**src/hdl/pls_pkg.sv**
```systemverilog
/*
  Package of the PLL power-up and lock sequencer: register map, field
  positions, reset values, boot codes and timing counts.
  Assumes a 20 MHz hclk.
*/
package pls_pkg;

  // ----------------------------------------------------------------
  // Register map
  // ----------------------------------------------------------------
  localparam logic [31:0] PLS_CTRL_ADDR = 32'h0231_0100;
  localparam logic [31:0] PLS_STAT_ADDR = 32'h0231_0104;
  localparam logic [31:0] PLS_CTRL_RESET = 32'h0000_0000;

  // Control fields
  localparam int PLS_CTRL_MODE_BIT = 0;
  localparam int PLS_CTRL_PD_BIT = 1;

  // Status fields
  localparam int PLS_STAT_LOCK_LSB = 0;
  localparam int PLS_STAT_PLLCLK_BIT = 3;
  localparam int PLS_STAT_PDDONE_BIT = 4;
  localparam int PLS_STAT_PDSHORT_BIT = 5;
  localparam int PLS_STAT_BOOT_LSB = 8;
  localparam int PLS_STAT_STATE_LSB = 16;

  // ----------------------------------------------------------------
  // Boot modes
  // ----------------------------------------------------------------
  localparam int PLS_BOOT_W = 3;
  localparam logic [2:0] PLS_BOOT_NONE = 3'h0;
  localparam logic [2:0] PLS_BOOT_SPI = 3'h1;
  localparam logic [2:0] PLS_BOOT_I2C = 3'h2;

  // ----------------------------------------------------------------
  // Timing
  // ----------------------------------------------------------------
  localparam int PLS_CLK_PERIOD_NS = 50;
  localparam int PLS_PD_MIN_NS = 5000;
  localparam int PLS_PD_MIN_CYC =
    (PLS_PD_MIN_NS + PLS_CLK_PERIOD_NS - 1) / PLS_CLK_PERIOD_NS;
  localparam int PLS_PD_CNT_W = 8;

  typedef enum logic [4:0] {
    ST_BOOT = 5'h01,
    ST_BYPASS = 5'h02,
    ST_PDWAIT = 5'h04,
    ST_LOCKWAIT = 5'h08,
    ST_RUN = 5'h10
  } pls_state_type;

endpackage

```
**src/hdl/pls_pd_if.sv**
```systemverilog
/*
  Interface between the sequencer and its power-down pulse monitor.
  Assumes both ends run on the same hclk.
*/
`timescale 1ns/1ns
interface pls_pd_if;
  logic pd_level;
  logic pulse_ok;
  logic pulse_short;
  modport mon (input pd_level, output pulse_ok, output pulse_short);
  modport ctl (output pd_level, input pulse_ok, input pulse_short);
endinterface

```
**src/hdl/pls_pll_seq.sv**
```systemverilog
/*
  PLL power-up and lock sequencer with an AHB-Lite register slave.
  Assumes boot select pins, lock inputs and bus are synchronous to hclk;
  hready is this slave's own hreadyout.

*/
// Design decision made here: register access over AHB-Lite.
`timescale 1ns/1ns
module pls_pll_seq
  import pls_pkg::*;
#(
  parameter int BOOT_W = PLS_BOOT_W
) (
  input wire logic hclk,
  input wire logic hresetn,
  input wire logic hsel,
  input wire logic [31:0] haddr,
  input wire logic [1:0] htrans,
  input wire logic hwrite,
  input wire logic [2:0] hsize,
  input wire logic [31:0] hwdata,
  input wire logic hready,
  output logic hreadyout,
  output logic [31:0] hrdata,
  output logic hresp,
  input wire logic [BOOT_W-1:0] boot_select_pins,
  input wire logic [2:0] pll_lock_in,
  output logic [2:0] pll_power_down_out,
  output logic main_pll_mode_out,
  output logic sys_clk_sel_pll_out,
  output logic main_pll_lock_out,
  output logic memory_pll_lock_out,
  output logic packet_pll_lock_out
);

  // ----------------------------------------------------------------
  // Declarations
  // ----------------------------------------------------------------
  pls_state_type state_reg, state_next;
  logic [BOOT_W-1:0] boot_reg, boot_next;
  logic [31:0] pll_control_reg, pll_control_next;
  logic pd_done_reg, pd_done_next;
  logic pd_short_reg, pd_short_next;
  logic [2:0] pd_out_reg, pd_out_next;
  logic mode_reg, mode_next;
  logic clksel_reg, clksel_next;
  logic [2:0] lock_reg;
  logic pend_reg, pend_next;
  logic pwrite_reg, pwrite_next;
  logic [31:0] paddr_reg, paddr_next;
  logic rdy_reg, rdy_next;
  logic [31:0] rdata_reg, rdata_next;
  logic accept;
  logic sw_mode;
  pls_pd_if pd_bus ();

  function automatic logic is_bypass_boot(input logic [BOOT_W-1:0] m);
    is_bypass_boot = (m == PLS_BOOT_NONE) || (m == PLS_BOOT_SPI) ||
                     (m == PLS_BOOT_I2C);
  endfunction

  function automatic logic [31:0] status_word(
    input logic [2:0] lk,
    input logic sel,
    input logic done,
    input logic shrt,
    input logic [BOOT_W-1:0] bm,
    input logic [4:0] st
  );
    status_word = '0;
    status_word[PLS_STAT_LOCK_LSB +: 3] = lk;
    status_word[PLS_STAT_PLLCLK_BIT] = sel;
    status_word[PLS_STAT_PDDONE_BIT] = done;
    status_word[PLS_STAT_PDSHORT_BIT] = shrt;
    status_word[PLS_STAT_BOOT_LSB +: BOOT_W] = bm;
    status_word[PLS_STAT_STATE_LSB +: 5] = st;
  endfunction

  // ----------------------------------------------------------------
  // Power-down pulse monitor
  // ----------------------------------------------------------------
  assign pd_bus.pd_level = pll_control_reg[PLS_CTRL_PD_BIT];

  pls_pd_pulse_mon #(
    .MIN_CYC(PLS_PD_MIN_CYC),
    .CNT_W(PLS_PD_CNT_W)
  ) u_pd_mon (
    .hclk(hclk),
    .hresetn(hresetn),
    .pd(pd_bus.mon)
  );

  // ----------------------------------------------------------------
  // AHB-Lite slave: one wait state in every data phase
  // ----------------------------------------------------------------
  assign accept = hsel && htrans[1] && hready;

  always_comb begin
    pend_next = pend_reg;
    pwrite_next = pwrite_reg;
    paddr_next = paddr_reg;
    rdy_next = rdy_reg;
    rdata_next = rdata_reg;
    pll_control_next = pll_control_reg;
    if (accept) begin
      pend_next = 1'b1;
      pwrite_next = hwrite;
      paddr_next = haddr;
      rdy_next = 1'b0;
    end else if (pend_reg) begin
      pend_next = 1'b0;
      rdy_next = 1'b1;
      rdata_next = '0;
      if (pwrite_reg) begin
        // Only mode and power-down bits are stored; others read zero
        if (paddr_reg == PLS_CTRL_ADDR) begin
          pll_control_next[PLS_CTRL_MODE_BIT] = hwdata[PLS_CTRL_MODE_BIT];
          pll_control_next[PLS_CTRL_PD_BIT] = hwdata[PLS_CTRL_PD_BIT];
        end
      end else if (paddr_reg == PLS_CTRL_ADDR) begin
        rdata_next = pll_control_reg;
      end else if (paddr_reg == PLS_STAT_ADDR) begin
        rdata_next = status_word(lock_reg, clksel_reg, pd_done_reg,
                                 pd_short_reg, boot_reg, state_reg);
      end
    end
  end

  always_ff @(posedge hclk or negedge hresetn) begin
    if (!hresetn) begin
      pend_reg <= 1'b0;
      pwrite_reg <= 1'b0;
      paddr_reg <= '0;
      rdy_reg <= 1'b1;
      rdata_reg <= '0;
      pll_control_reg <= PLS_CTRL_RESET;
    end else begin
      pend_reg <= pend_next;
      pwrite_reg <= pwrite_next;
      paddr_reg <= paddr_next;
      rdy_reg <= rdy_next;
      rdata_reg <= rdata_next;
      pll_control_reg <= pll_control_next;
    end
  end

  assign hreadyout = rdy_reg;
  assign hrdata = rdata_reg;
  assign hresp = 1'b0;

  // ----------------------------------------------------------------
  // Sequencer
  // ----------------------------------------------------------------
  assign sw_mode = pll_control_reg[PLS_CTRL_MODE_BIT];

  always_comb begin
    state_next = state_reg;
    boot_next = boot_reg;
    mode_next = mode_reg;
    clksel_next = clksel_reg;
    // Event set wins over the clear at a new pulse start
    pd_done_next = pd_done_reg;
    pd_short_next = pd_short_reg;
    if (pll_control_reg[PLS_CTRL_PD_BIT]) begin
      pd_done_next = 1'b0;
    end
    if (pd_bus.pulse_ok) begin
      pd_done_next = 1'b1;
      pd_short_next = 1'b0;
    end
    if (pd_bus.pulse_short) begin
      pd_short_next = 1'b1;
    end
    // One control bit powers down all three PLLs together
    pd_out_next = {3{pll_control_reg[PLS_CTRL_PD_BIT]}};
    unique case (state_reg)
      ST_BOOT: begin
        boot_next = boot_select_pins;
        state_next = is_bypass_boot(boot_select_pins) ? ST_BYPASS :
                     ST_PDWAIT;
      end
      ST_BYPASS: begin
        mode_next = 1'b0;
        clksel_next = 1'b0;
        if (sw_mode && pd_done_reg) begin
          state_next = ST_LOCKWAIT;
        end
      end
      ST_PDWAIT: begin
        // Init waits for a completed power-down pulse
        if (pd_done_reg) begin
          state_next = ST_LOCKWAIT;
        end
      end
      ST_LOCKWAIT: begin
        mode_next = 1'b1;
        clksel_next = 1'b0;
        if (pll_control_reg[PLS_CTRL_PD_BIT] ||
            (is_bypass_boot(boot_reg) && !sw_mode)) begin
          mode_next = 1'b0;
          state_next = is_bypass_boot(boot_reg) ? ST_BYPASS : ST_PDWAIT;
        end else if (mode_reg && lock_reg[0]) begin
          // Lock counts only once PLL mode is already requested
          clksel_next = 1'b1;
          state_next = ST_RUN;
        end
      end
      ST_RUN: begin
        if (!lock_reg[0] || pll_control_reg[PLS_CTRL_PD_BIT] ||
            (is_bypass_boot(boot_reg) && !sw_mode)) begin
          // Drop back to bypass clock while the PLL is unusable
          clksel_next = 1'b0;
          state_next = ST_LOCKWAIT;
        end
      end
      default: begin
        state_next = ST_BOOT;
        mode_next = 1'b0;
        clksel_next = 1'b0;
      end
    endcase
  end

  always_ff @(posedge hclk or negedge hresetn) begin
    if (!hresetn) begin
      state_reg <= ST_BOOT;
      boot_reg <= '0;
      mode_reg <= 1'b0;
      clksel_reg <= 1'b0;
      pd_done_reg <= 1'b0;
      pd_short_reg <= 1'b0;
      pd_out_reg <= '0;
    end else begin
      state_reg <= state_next;
      boot_reg <= boot_next;
      mode_reg <= mode_next;
      clksel_reg <= clksel_next;
      pd_done_reg <= pd_done_next;
      pd_short_reg <= pd_short_next;
      pd_out_reg <= pd_out_next;
    end
  end

  // ----------------------------------------------------------------
  // Lock status outputs
  // ----------------------------------------------------------------
  generate
    for (genvar i = 0; i < 3; i++) begin : g_lock
      always_ff @(posedge hclk or negedge hresetn) begin
        if (!hresetn) begin
          lock_reg[i] <= 1'b0;
        end else begin
          lock_reg[i] <= pll_lock_in[i];
        end
      end
    end
  endgenerate

  assign pll_power_down_out = pd_out_reg;
  assign main_pll_mode_out = mode_reg;
  assign sys_clk_sel_pll_out = clksel_reg;
  assign main_pll_lock_out = lock_reg[0];
  assign memory_pll_lock_out = lock_reg[1];
  assign packet_pll_lock_out = lock_reg[2];

  // ----------------------------------------------------------------
  // Checks
  // ----------------------------------------------------------------
  a_boot_sample:
  assert property (@(posedge hclk) disable iff (!hresetn)
    hresetn && state_reg == ST_BOOT |=> boot_reg == $past(boot_select_pins))
  else $error("boot mode not sampled at reset release");

  a_bypass_kept:
  assert property (@(posedge hclk) disable iff (!hresetn)
    is_bypass_boot(boot_reg) && !sw_mode && state_reg != ST_BOOT
    |-> ##2 !main_pll_mode_out && !sys_clk_sel_pll_out)
  else $error("bypass boot mode left bypass without request");

  a_auto_init:
  assert property (@(posedge hclk) disable iff (!hresetn)
    state_reg == ST_PDWAIT && pd_done_reg
    |=> state_reg == ST_LOCKWAIT ##1 main_pll_mode_out)
  else $error("PLL initialisation did not start");

  a_pd_first:
  assert property (@(posedge hclk) disable iff (!hresetn)
    $rose(main_pll_mode_out) |-> $past(pd_done_reg, 2))
  else $error("PLL mode requested before power-down pulse");

  a_pd_all_plls:
  assert property (@(posedge hclk) disable iff (!hresetn)
    $rose(pll_control_reg[PLS_CTRL_PD_BIT]) |=> pll_power_down_out == 3'h7)
  else $error("power-down not applied to all PLLs");

  a_lock_follow:
  assert property (@(posedge hclk) disable iff (!hresetn)
    hresetn |=> {packet_pll_lock_out, memory_pll_lock_out, main_pll_lock_out}
      == $past(pll_lock_in))
  else $error("lock outputs do not follow PLL locks");

  a_clk_after_lock:
  assert property (@(posedge hclk) disable iff (!hresetn)
    $rose(sys_clk_sel_pll_out)
    |-> main_pll_mode_out && $past(main_pll_lock_out))
  else $error("clock switched to PLL before lock");

  a_bus_wait:
  assert property (@(posedge hclk) disable iff (!hresetn)
    accept |=> !hreadyout ##1 hreadyout)
  else $error("data phase not exactly one wait state");

endmodule // pls_pll_seq

```
**src/hdl/pls_pd_pulse_mon.sv**
```systemverilog
/*
  Power-down pulse monitor: measures how long the power-down bit stays
  set and reports, at its fall, whether the pulse was long enough.
  Assumes pd_level is a flop output on hclk.
*/
`timescale 1ns/1ns
module pls_pd_pulse_mon
  import pls_pkg::*;
#(
  parameter int MIN_CYC = PLS_PD_MIN_CYC,
  parameter int CNT_W = PLS_PD_CNT_W
) (
  input wire logic hclk,
  input wire logic hresetn,
  pls_pd_if.mon pd
);

  logic [CNT_W-1:0] cnt_reg, cnt_next;
  logic prev_reg, prev_next;
  logic ok_reg, ok_next;
  logic short_reg, short_next;
  logic fall;

  // ----------------------------------------------------------------
  // Width count
  // ----------------------------------------------------------------
  always_comb begin
    fall = prev_reg && !pd.pd_level;
    prev_next = pd.pd_level;
    cnt_next = cnt_reg;
    if (!pd.pd_level) begin
      cnt_next = '0;
    end else if (cnt_reg != {CNT_W{1'b1}}) begin
      cnt_next = cnt_reg + 1'b1;
    end
    ok_next = fall && (int'(cnt_reg) >= MIN_CYC);
    short_next = fall && (int'(cnt_reg) < MIN_CYC);
  end

  always_ff @(posedge hclk or negedge hresetn) begin
    if (!hresetn) begin
      cnt_reg <= '0;
      prev_reg <= 1'b0;
      ok_reg <= 1'b0;
      short_reg <= 1'b0;
    end else begin
      cnt_reg <= cnt_next;
      prev_reg <= prev_next;
      ok_reg <= ok_next;
      short_reg <= short_next;
    end
  end

  assign pd.pulse_ok = ok_reg;
  assign pd.pulse_short = short_reg;

  a_pulse_min_width:
  assert property (@(posedge hclk) disable iff (!hresetn)
    $fell(pd.pd_level) && (int'(cnt_reg) < MIN_CYC) |=> !pd.pulse_ok)
  else $error("short power-down pulse reported as good");

endmodule // pls_pd_pulse_mon

```
**config.mk**
```make
export PLATFORM = sky130hd
export DESIGN_NAME = pls_pll_seq
export DESIGN_NICKNAME = d
export VERILOG_FILES = /design/src/hdl/pls_pkg.sv /design/src/hdl/pls_pd_if.sv /design/src/hdl/pls_pll_seq.sv /design/src/hdl/pls_pd_pulse_mon.sv
export SDC_FILE = /design/constraint.sdc
export NUM_CORES = 1
export LEC_CHECK = 0
export ABC_CLOCK_PERIOD_IN_PS = 1600
export BUFFER_PORTS_ARGS = -buffer_cell sky130_fd_sc_hd__buf_2
export CAP_MARGIN = 30
export CORE_MARGIN = 2
export CORE_UTILIZATION = 40
export DETAILED_ROUTE_END_ITERATION = 12
export PLACE_DENSITY = 0.7
export SLEW_MARGIN = 20
export SYNTH_ARGS = -nofsm -noshare
export SYNTH_HDL_FRONTEND = slang
export SYNTH_SLANG_ARGS = --single-unit
```
**constraint.sdc**
```tcl
create_clock -name hclk -period 1.6 [get_ports hclk]
set_clock_uncertainty 0.15 [all_clocks]
set_input_delay 0.16 -clock hclk [delete_from_list [all_inputs] [get_ports hclk]]
set_output_delay 0.16 -clock hclk [all_outputs]
set_load 0.05 [all_outputs]
```
---- Yosys cells after proc, flatten, opt, wreduce, memory -nomap -nowiden ----
Index checks and enable logic that the tools add are counted.
storage, ports and cells
  register bits ........................... 96
  input port bits ......................... 80
  output and inout port bits .............. 42
  word-level logic and storage cells ...... 97
cells by class
  add/sub/neg operators ................... 1
  order comparisons ....................... 2
  eq/ne operators ......................... 17
  mux-type cells .......................... 26
  bitwise logic cells ..................... 2
  reductions and logical operators ........ 29
operator list
  kind                  count
  $eq 32x26->1 const B  2
  $mux 21               3
  $mux 5                5
  $pmux 5 s5            1
  $mux 8                2
  $mux 1                11
  $add 8x1->8 const B   1
  $ge 8x7->1 const B    1
  $logic_and 1x1->1     8
  $lt 8x7->1 const B    1
  $ne 8x8->1 const B    1
  $reduce_and 4->1      2
  $logic_or 1x1->1      7
  $eq 3x1->1 const B    2
  $eq 3x2->1 const B    2
  $logic_not 3->1       2
  $mux 3                2
  $ne 2x2->1 const B    3
  $reduce_bool 2->1     3
  $eq 5x1->1 const B    1
  $eq 5x2->1 const B    1
  $eq 5x3->1 const B    1
  $eq 5x4->1 const B    1
  $eq 5x5->1 const B    1
  other kinds (9)       13

---- Longest topological paths before layout ----
  depth in word-level cells ............... 7
  depth in mapped cells ................... 5
  mapped depth without buffers ............ 5

---- By module ----
From an unflattened synthesis, not the netlist that was laid out.
unflattened totals
  cell total of the unflattened synthesis .. 280
  area total of the unflattened synthesis .. 3530.9 um^2
modules (own cells, without submodules)
  module            times used  cells an instance  area an instance (um^2)  seq. area each (um^2)
  pls_pll_seq       1           228                2979.1                   1679.1
  pls_pd_pulse_mon  1           52                 551.8                    275.3

---- Worst setup path before layout ----
Ideal clock, no wire load.
  path type ............................... register -> register
  start point ............................. register paddr_reg[5]
  end point ............................... register pll_control_reg[0]
  setup time .............................. 0.128 ns
  data arrival time ....................... 1.512 ns
  required time ........................... 1.322 ns
  path slack .............................. -0.189 ns
  cell stages (with the launch flop) ...... 5
  buffers on the path ..................... 0
  period minus slack after synthesis ...... 1.789 ns
  path through ............................ dfrtp_1 nor4_2 nand4_2 nor4_4 mux2_1
between the ends
  longest elaborated chain between the ends .. 2
RTL lines
  item                        RTL line            RTL
  from (decl)                 pls_pll_seq.sv:50   logic [31:0] paddr_reg, paddr_next;
  from (signal assigned)      pls_pll_seq.sv:140  paddr_reg <= paddr_next;
  $eq 32x26->1                pls_pll_seq.sv:116  if (paddr_reg == PLS_CTRL_ADDR) begin
  $reduce_and 4->1 (no line)  -
  to (signal assigned)        pls_pll_seq.sv:143  pll_control_reg <= pll_control_next;
  to (decl)                   pls_pll_seq.sv:41   logic [31:0] pll_control_reg, pll_control_next;
No other way between the ends.
A chain may end at the register's enable or synchronous reset.

---- Worst setup path in the final report ----
  start point ............................. register paddr_reg[17]
  end point ............................... register rdata_reg[5] (netlist: hrdata[5])
between the ends
  longest elaborated chain between the ends .. 4
  elaborated cells between the ends (all ways) .. 5
  those cells by class .................... 2 x eq/ne; 3 x mux
RTL lines
  item                  RTL line            RTL
  $eq 32x26->1          pls_pll_seq.sv:122  end else if (paddr_reg == PLS_STAT_ADDR) begin
  $mux 21               pls_pll_seq.sv:122
  $mux 21 (*)           pls_pll_seq.sv:120  end else if (paddr_reg == PLS_CTRL_ADDR) begin
  $mux 21 (*)           pls_pll_seq.sv:114  if (pwrite_reg) begin
  to (signal assigned)  pls_pll_seq.sv:142  rdata_reg <= rdata_next;
  to (decl)             pls_pll_seq.sv:52   logic [31:0] rdata_reg, rdata_next;
Every way passes the cells marked *; elsewhere a longest branch is shown, timed or not.

==> results.toml <==
[final_layout]
antenna_cells = 0
areaGrowthSynthToFinish_pct = 35.6
final_util_pct = 55.5
final_cell_mix = "75 x dfrtp_1, 67 x buf_2, 42 x dlygate4sd3_1, 36 x mux2_2, 19 x conb_1"
largest_reg_flops = 32
fin_area_um2 = 4810
layout_commonest_cell = "dfrtp_1"
drive_gt1_share_pct = 38.7
final_nets = 501

[routing]
drtIter0Drc = 75
drt_first_pass_iters = 4
ant_nets = 0
drcViolationCount = 0
vias_per_cell = 4.94
routed_wl_um = 7910
wl_per_cell_um = 14.9
vias = 2628

[global_route]
track_usage_pct = 16.3
grt_pass1_vias = 2579
antenna_found_initial = 0
grt-ovfl-total = 0
grt_start_max_net_pins = 46
grt_pass1_wl_um = 12400

[clock_network]
clock_latency_ns = 0.35
cts_root_buf = "clkbuf_8"
htreeDepth = 3
cts_tree = "built"
cts_buffer_depth = 2
cts.sink_count = 77
clkTransAtPathRegs_ns = 0.08
numCtsBuffers = 9

[sta]
min_period_ns = 1.91
setup_slack_ns = -0.313
finalSetupTns_ns = -4.16
rsz0062_at_grt = "true"
finalCritPeriodShare_pct = 120
finalMaxSlewViolations = 0
max_freq_ghz = 0.523
hold_viol = 0
finalSetupViolations = 14

[worst_setup_path]
cp.required_ns = 1.75
critPathMaxFanout = 6
worstSetupPathType = "flip-flop to flip-flop"
cp-start-kind = "flip-flop"
crit_path_end_kind = "flip-flop"
critical_path_arrival_ns = 2.06

[outcome]
status = "finished with violations"
violations = "setup timing"

[pwr]
leakagePower_uw = 0.00235
vdd_drop_max_uv = 606
p_per_area_nw_per_um2 = 1030

[place]
place.gp.congestion = 0.862
hpwlAfterDp_um = 5010
placed_area_um2 = 4060
port-buffer-count = 68

[die]
die_h_um = 98.2
ioPinCount = 122
die_width_um = 98.2
row_count = 34
initial_core_util_pct = 40.9
core_area_um2 = 8680
die-area_um2 = 9640

[logic_synthesis]
yosys_warnings = 0
async_flop_share_pct = 100
synthCells = 292
netlist_area_um2 = 3550
synth-seq-area-share_pct = 54.4
synth-main-ff-cell = "dfrtp_1"
synth_cell_types = 42
synth_edf_count = 0
avgSynthCellArea_um2 = 12.2
ys_seq_elements = 77

[flow_run]
drv_cap = 0

[worst_hold_path]
holdCritPathClass = "input port to async pin"
[final timing paths]
check / to / depth (start not counted) / slack [ns] / startpoint
setup / recovery: hrdata[5]$_DFFE_PN0P_ / 7 / -0.31 / paddr_reg[17]$_DFFE_PN0P_
hold / removal: boot_reg[1]$_DFFE_PN0P_ / 2 / 0.09 / hresetn
setup reg to reg: hrdata[5]$_DFFE_PN0P_ / 7 / -0.31 / paddr_reg[17]$_DFFE_PN0P_
hold reg to reg: pd_short_reg$_DFFE_PN0P_ / 1 / 0.28 / u_pd_mon.pd.pulse_short$_DFF_PN0_
max in group asynchronous: paddr_reg[21]$_DFFE_PN0P_ / 3 / 0.65 / hresetn
min in group hclk: pend_reg$_DFF_PN0_ / 4 / 0.18 / htrans[1]
[synthesized netlist by cell type, types with 3 or more instances]
master	count	share of area (%)
o21a_1	3	0.63
nor4b_2	3	1.3
nand2_1	10	1.1
mux2i_1	3	0.85
and3_1	16	2.8
clkbuf_1	11	1.2
nor3b_1	4	0.85
nand3_1	7	0.99
dfrtp_1	75	53
nor4_2	3	1.1
o21ai_0	10	1.4
a31oi_1	5	0.88
inv_1	9	0.95
a21o_1	3	0.63
nor2_1	15	1.6
mux2_2	36	11
nor3_1	8	1.1
buf_4	23	4.9
a22o_1	14	3.5
[timing repair]
action | 4_1_cts | 5_1_grt
hold buffers | 42 | 0
gates resized for setup | 0 | 17
endpoints found under the setup margin | 16 | 23
cloned | 0 | 1
pin swaps | 0 | 5
setup buffers | 0 | 3
hold endpoints to repair | 118 | 0
[final cells by class]
| cell class | instances | area, um2 |
|---|---|---|
| sequential | 77 | 1930 |
| tap | 108 | 135 |
| timing repair buffer | 132 | 987 |
| fill | 712 | 3860 |
| clock inverter | 6 | 63.8 |
| inverter | 9 | 33.8 |
| multi-input combinational | 190 | 1540 |
| clock buffer | 10 | 128 |
[worst max-delay path, stage by stage, from the launching register on]
cell       delay (ns)
dfrtp_1          0.41
nor4b_4          0.33
nand4_4          0.18
buf_6            0.16
nor4_4           0.19
buf_4            0.18
clkbuf_16        0.14
a22o_1           0.11
[cells by family (layout without fill, tap and decap cells)]
group | Yosys count | in the layout | synth area share (%)
multiplexers | 41 | 41 | 12.9
other | 1 | 19 | 0.106
flip-flops | 77 | 77 | 54.4
AND/OR/NAND/NOR | 77 | 77 | 14.2
AO/OA/AOI/OAI | 47 | 47 | 9.73
XOR/XNOR | 4 | 4 | 0.987
buffers and inverters | 43 | 157 | 6.98
adder cells (fa/ha/maj) | 2 | 2 | 0.705
[per-layer routing]
metal	wire length, um	GRT usage, %	vias to the layer above
met2	4100	27.7	73
li1	-	-	1271
met3	387	5.37	12
met1	3290	19.8	1272
met5	0	0	-
met4	134	5.06	0
[per-stage QoR]
step | std cells | worst slack, ns | hold WS (ns) | total power (uW)
2_1_floorplan | 310 | -0.164 | -0.286 | 3140
3_3_place_gp | 470 | -0.224 | -0.0676 | 3400
5_1_grt | 532 | -0.395 | 0.107 | 5250
4_1_cts | 528 | -0.287 | 0.0907 | 4960
3_5_place_dp | 470 | -0.268 | -0.0651 | 3430
6_report | 532 | -0.313 | 0.0927 | 4980
[where the power goes]
group	total [uW]	internal [uW]	switching (uW)
clock	1430	718	715
sequential	2440	2200	236
combinational	1110	558	547
No activity file was read; power rests on OpenSTA's default activity.
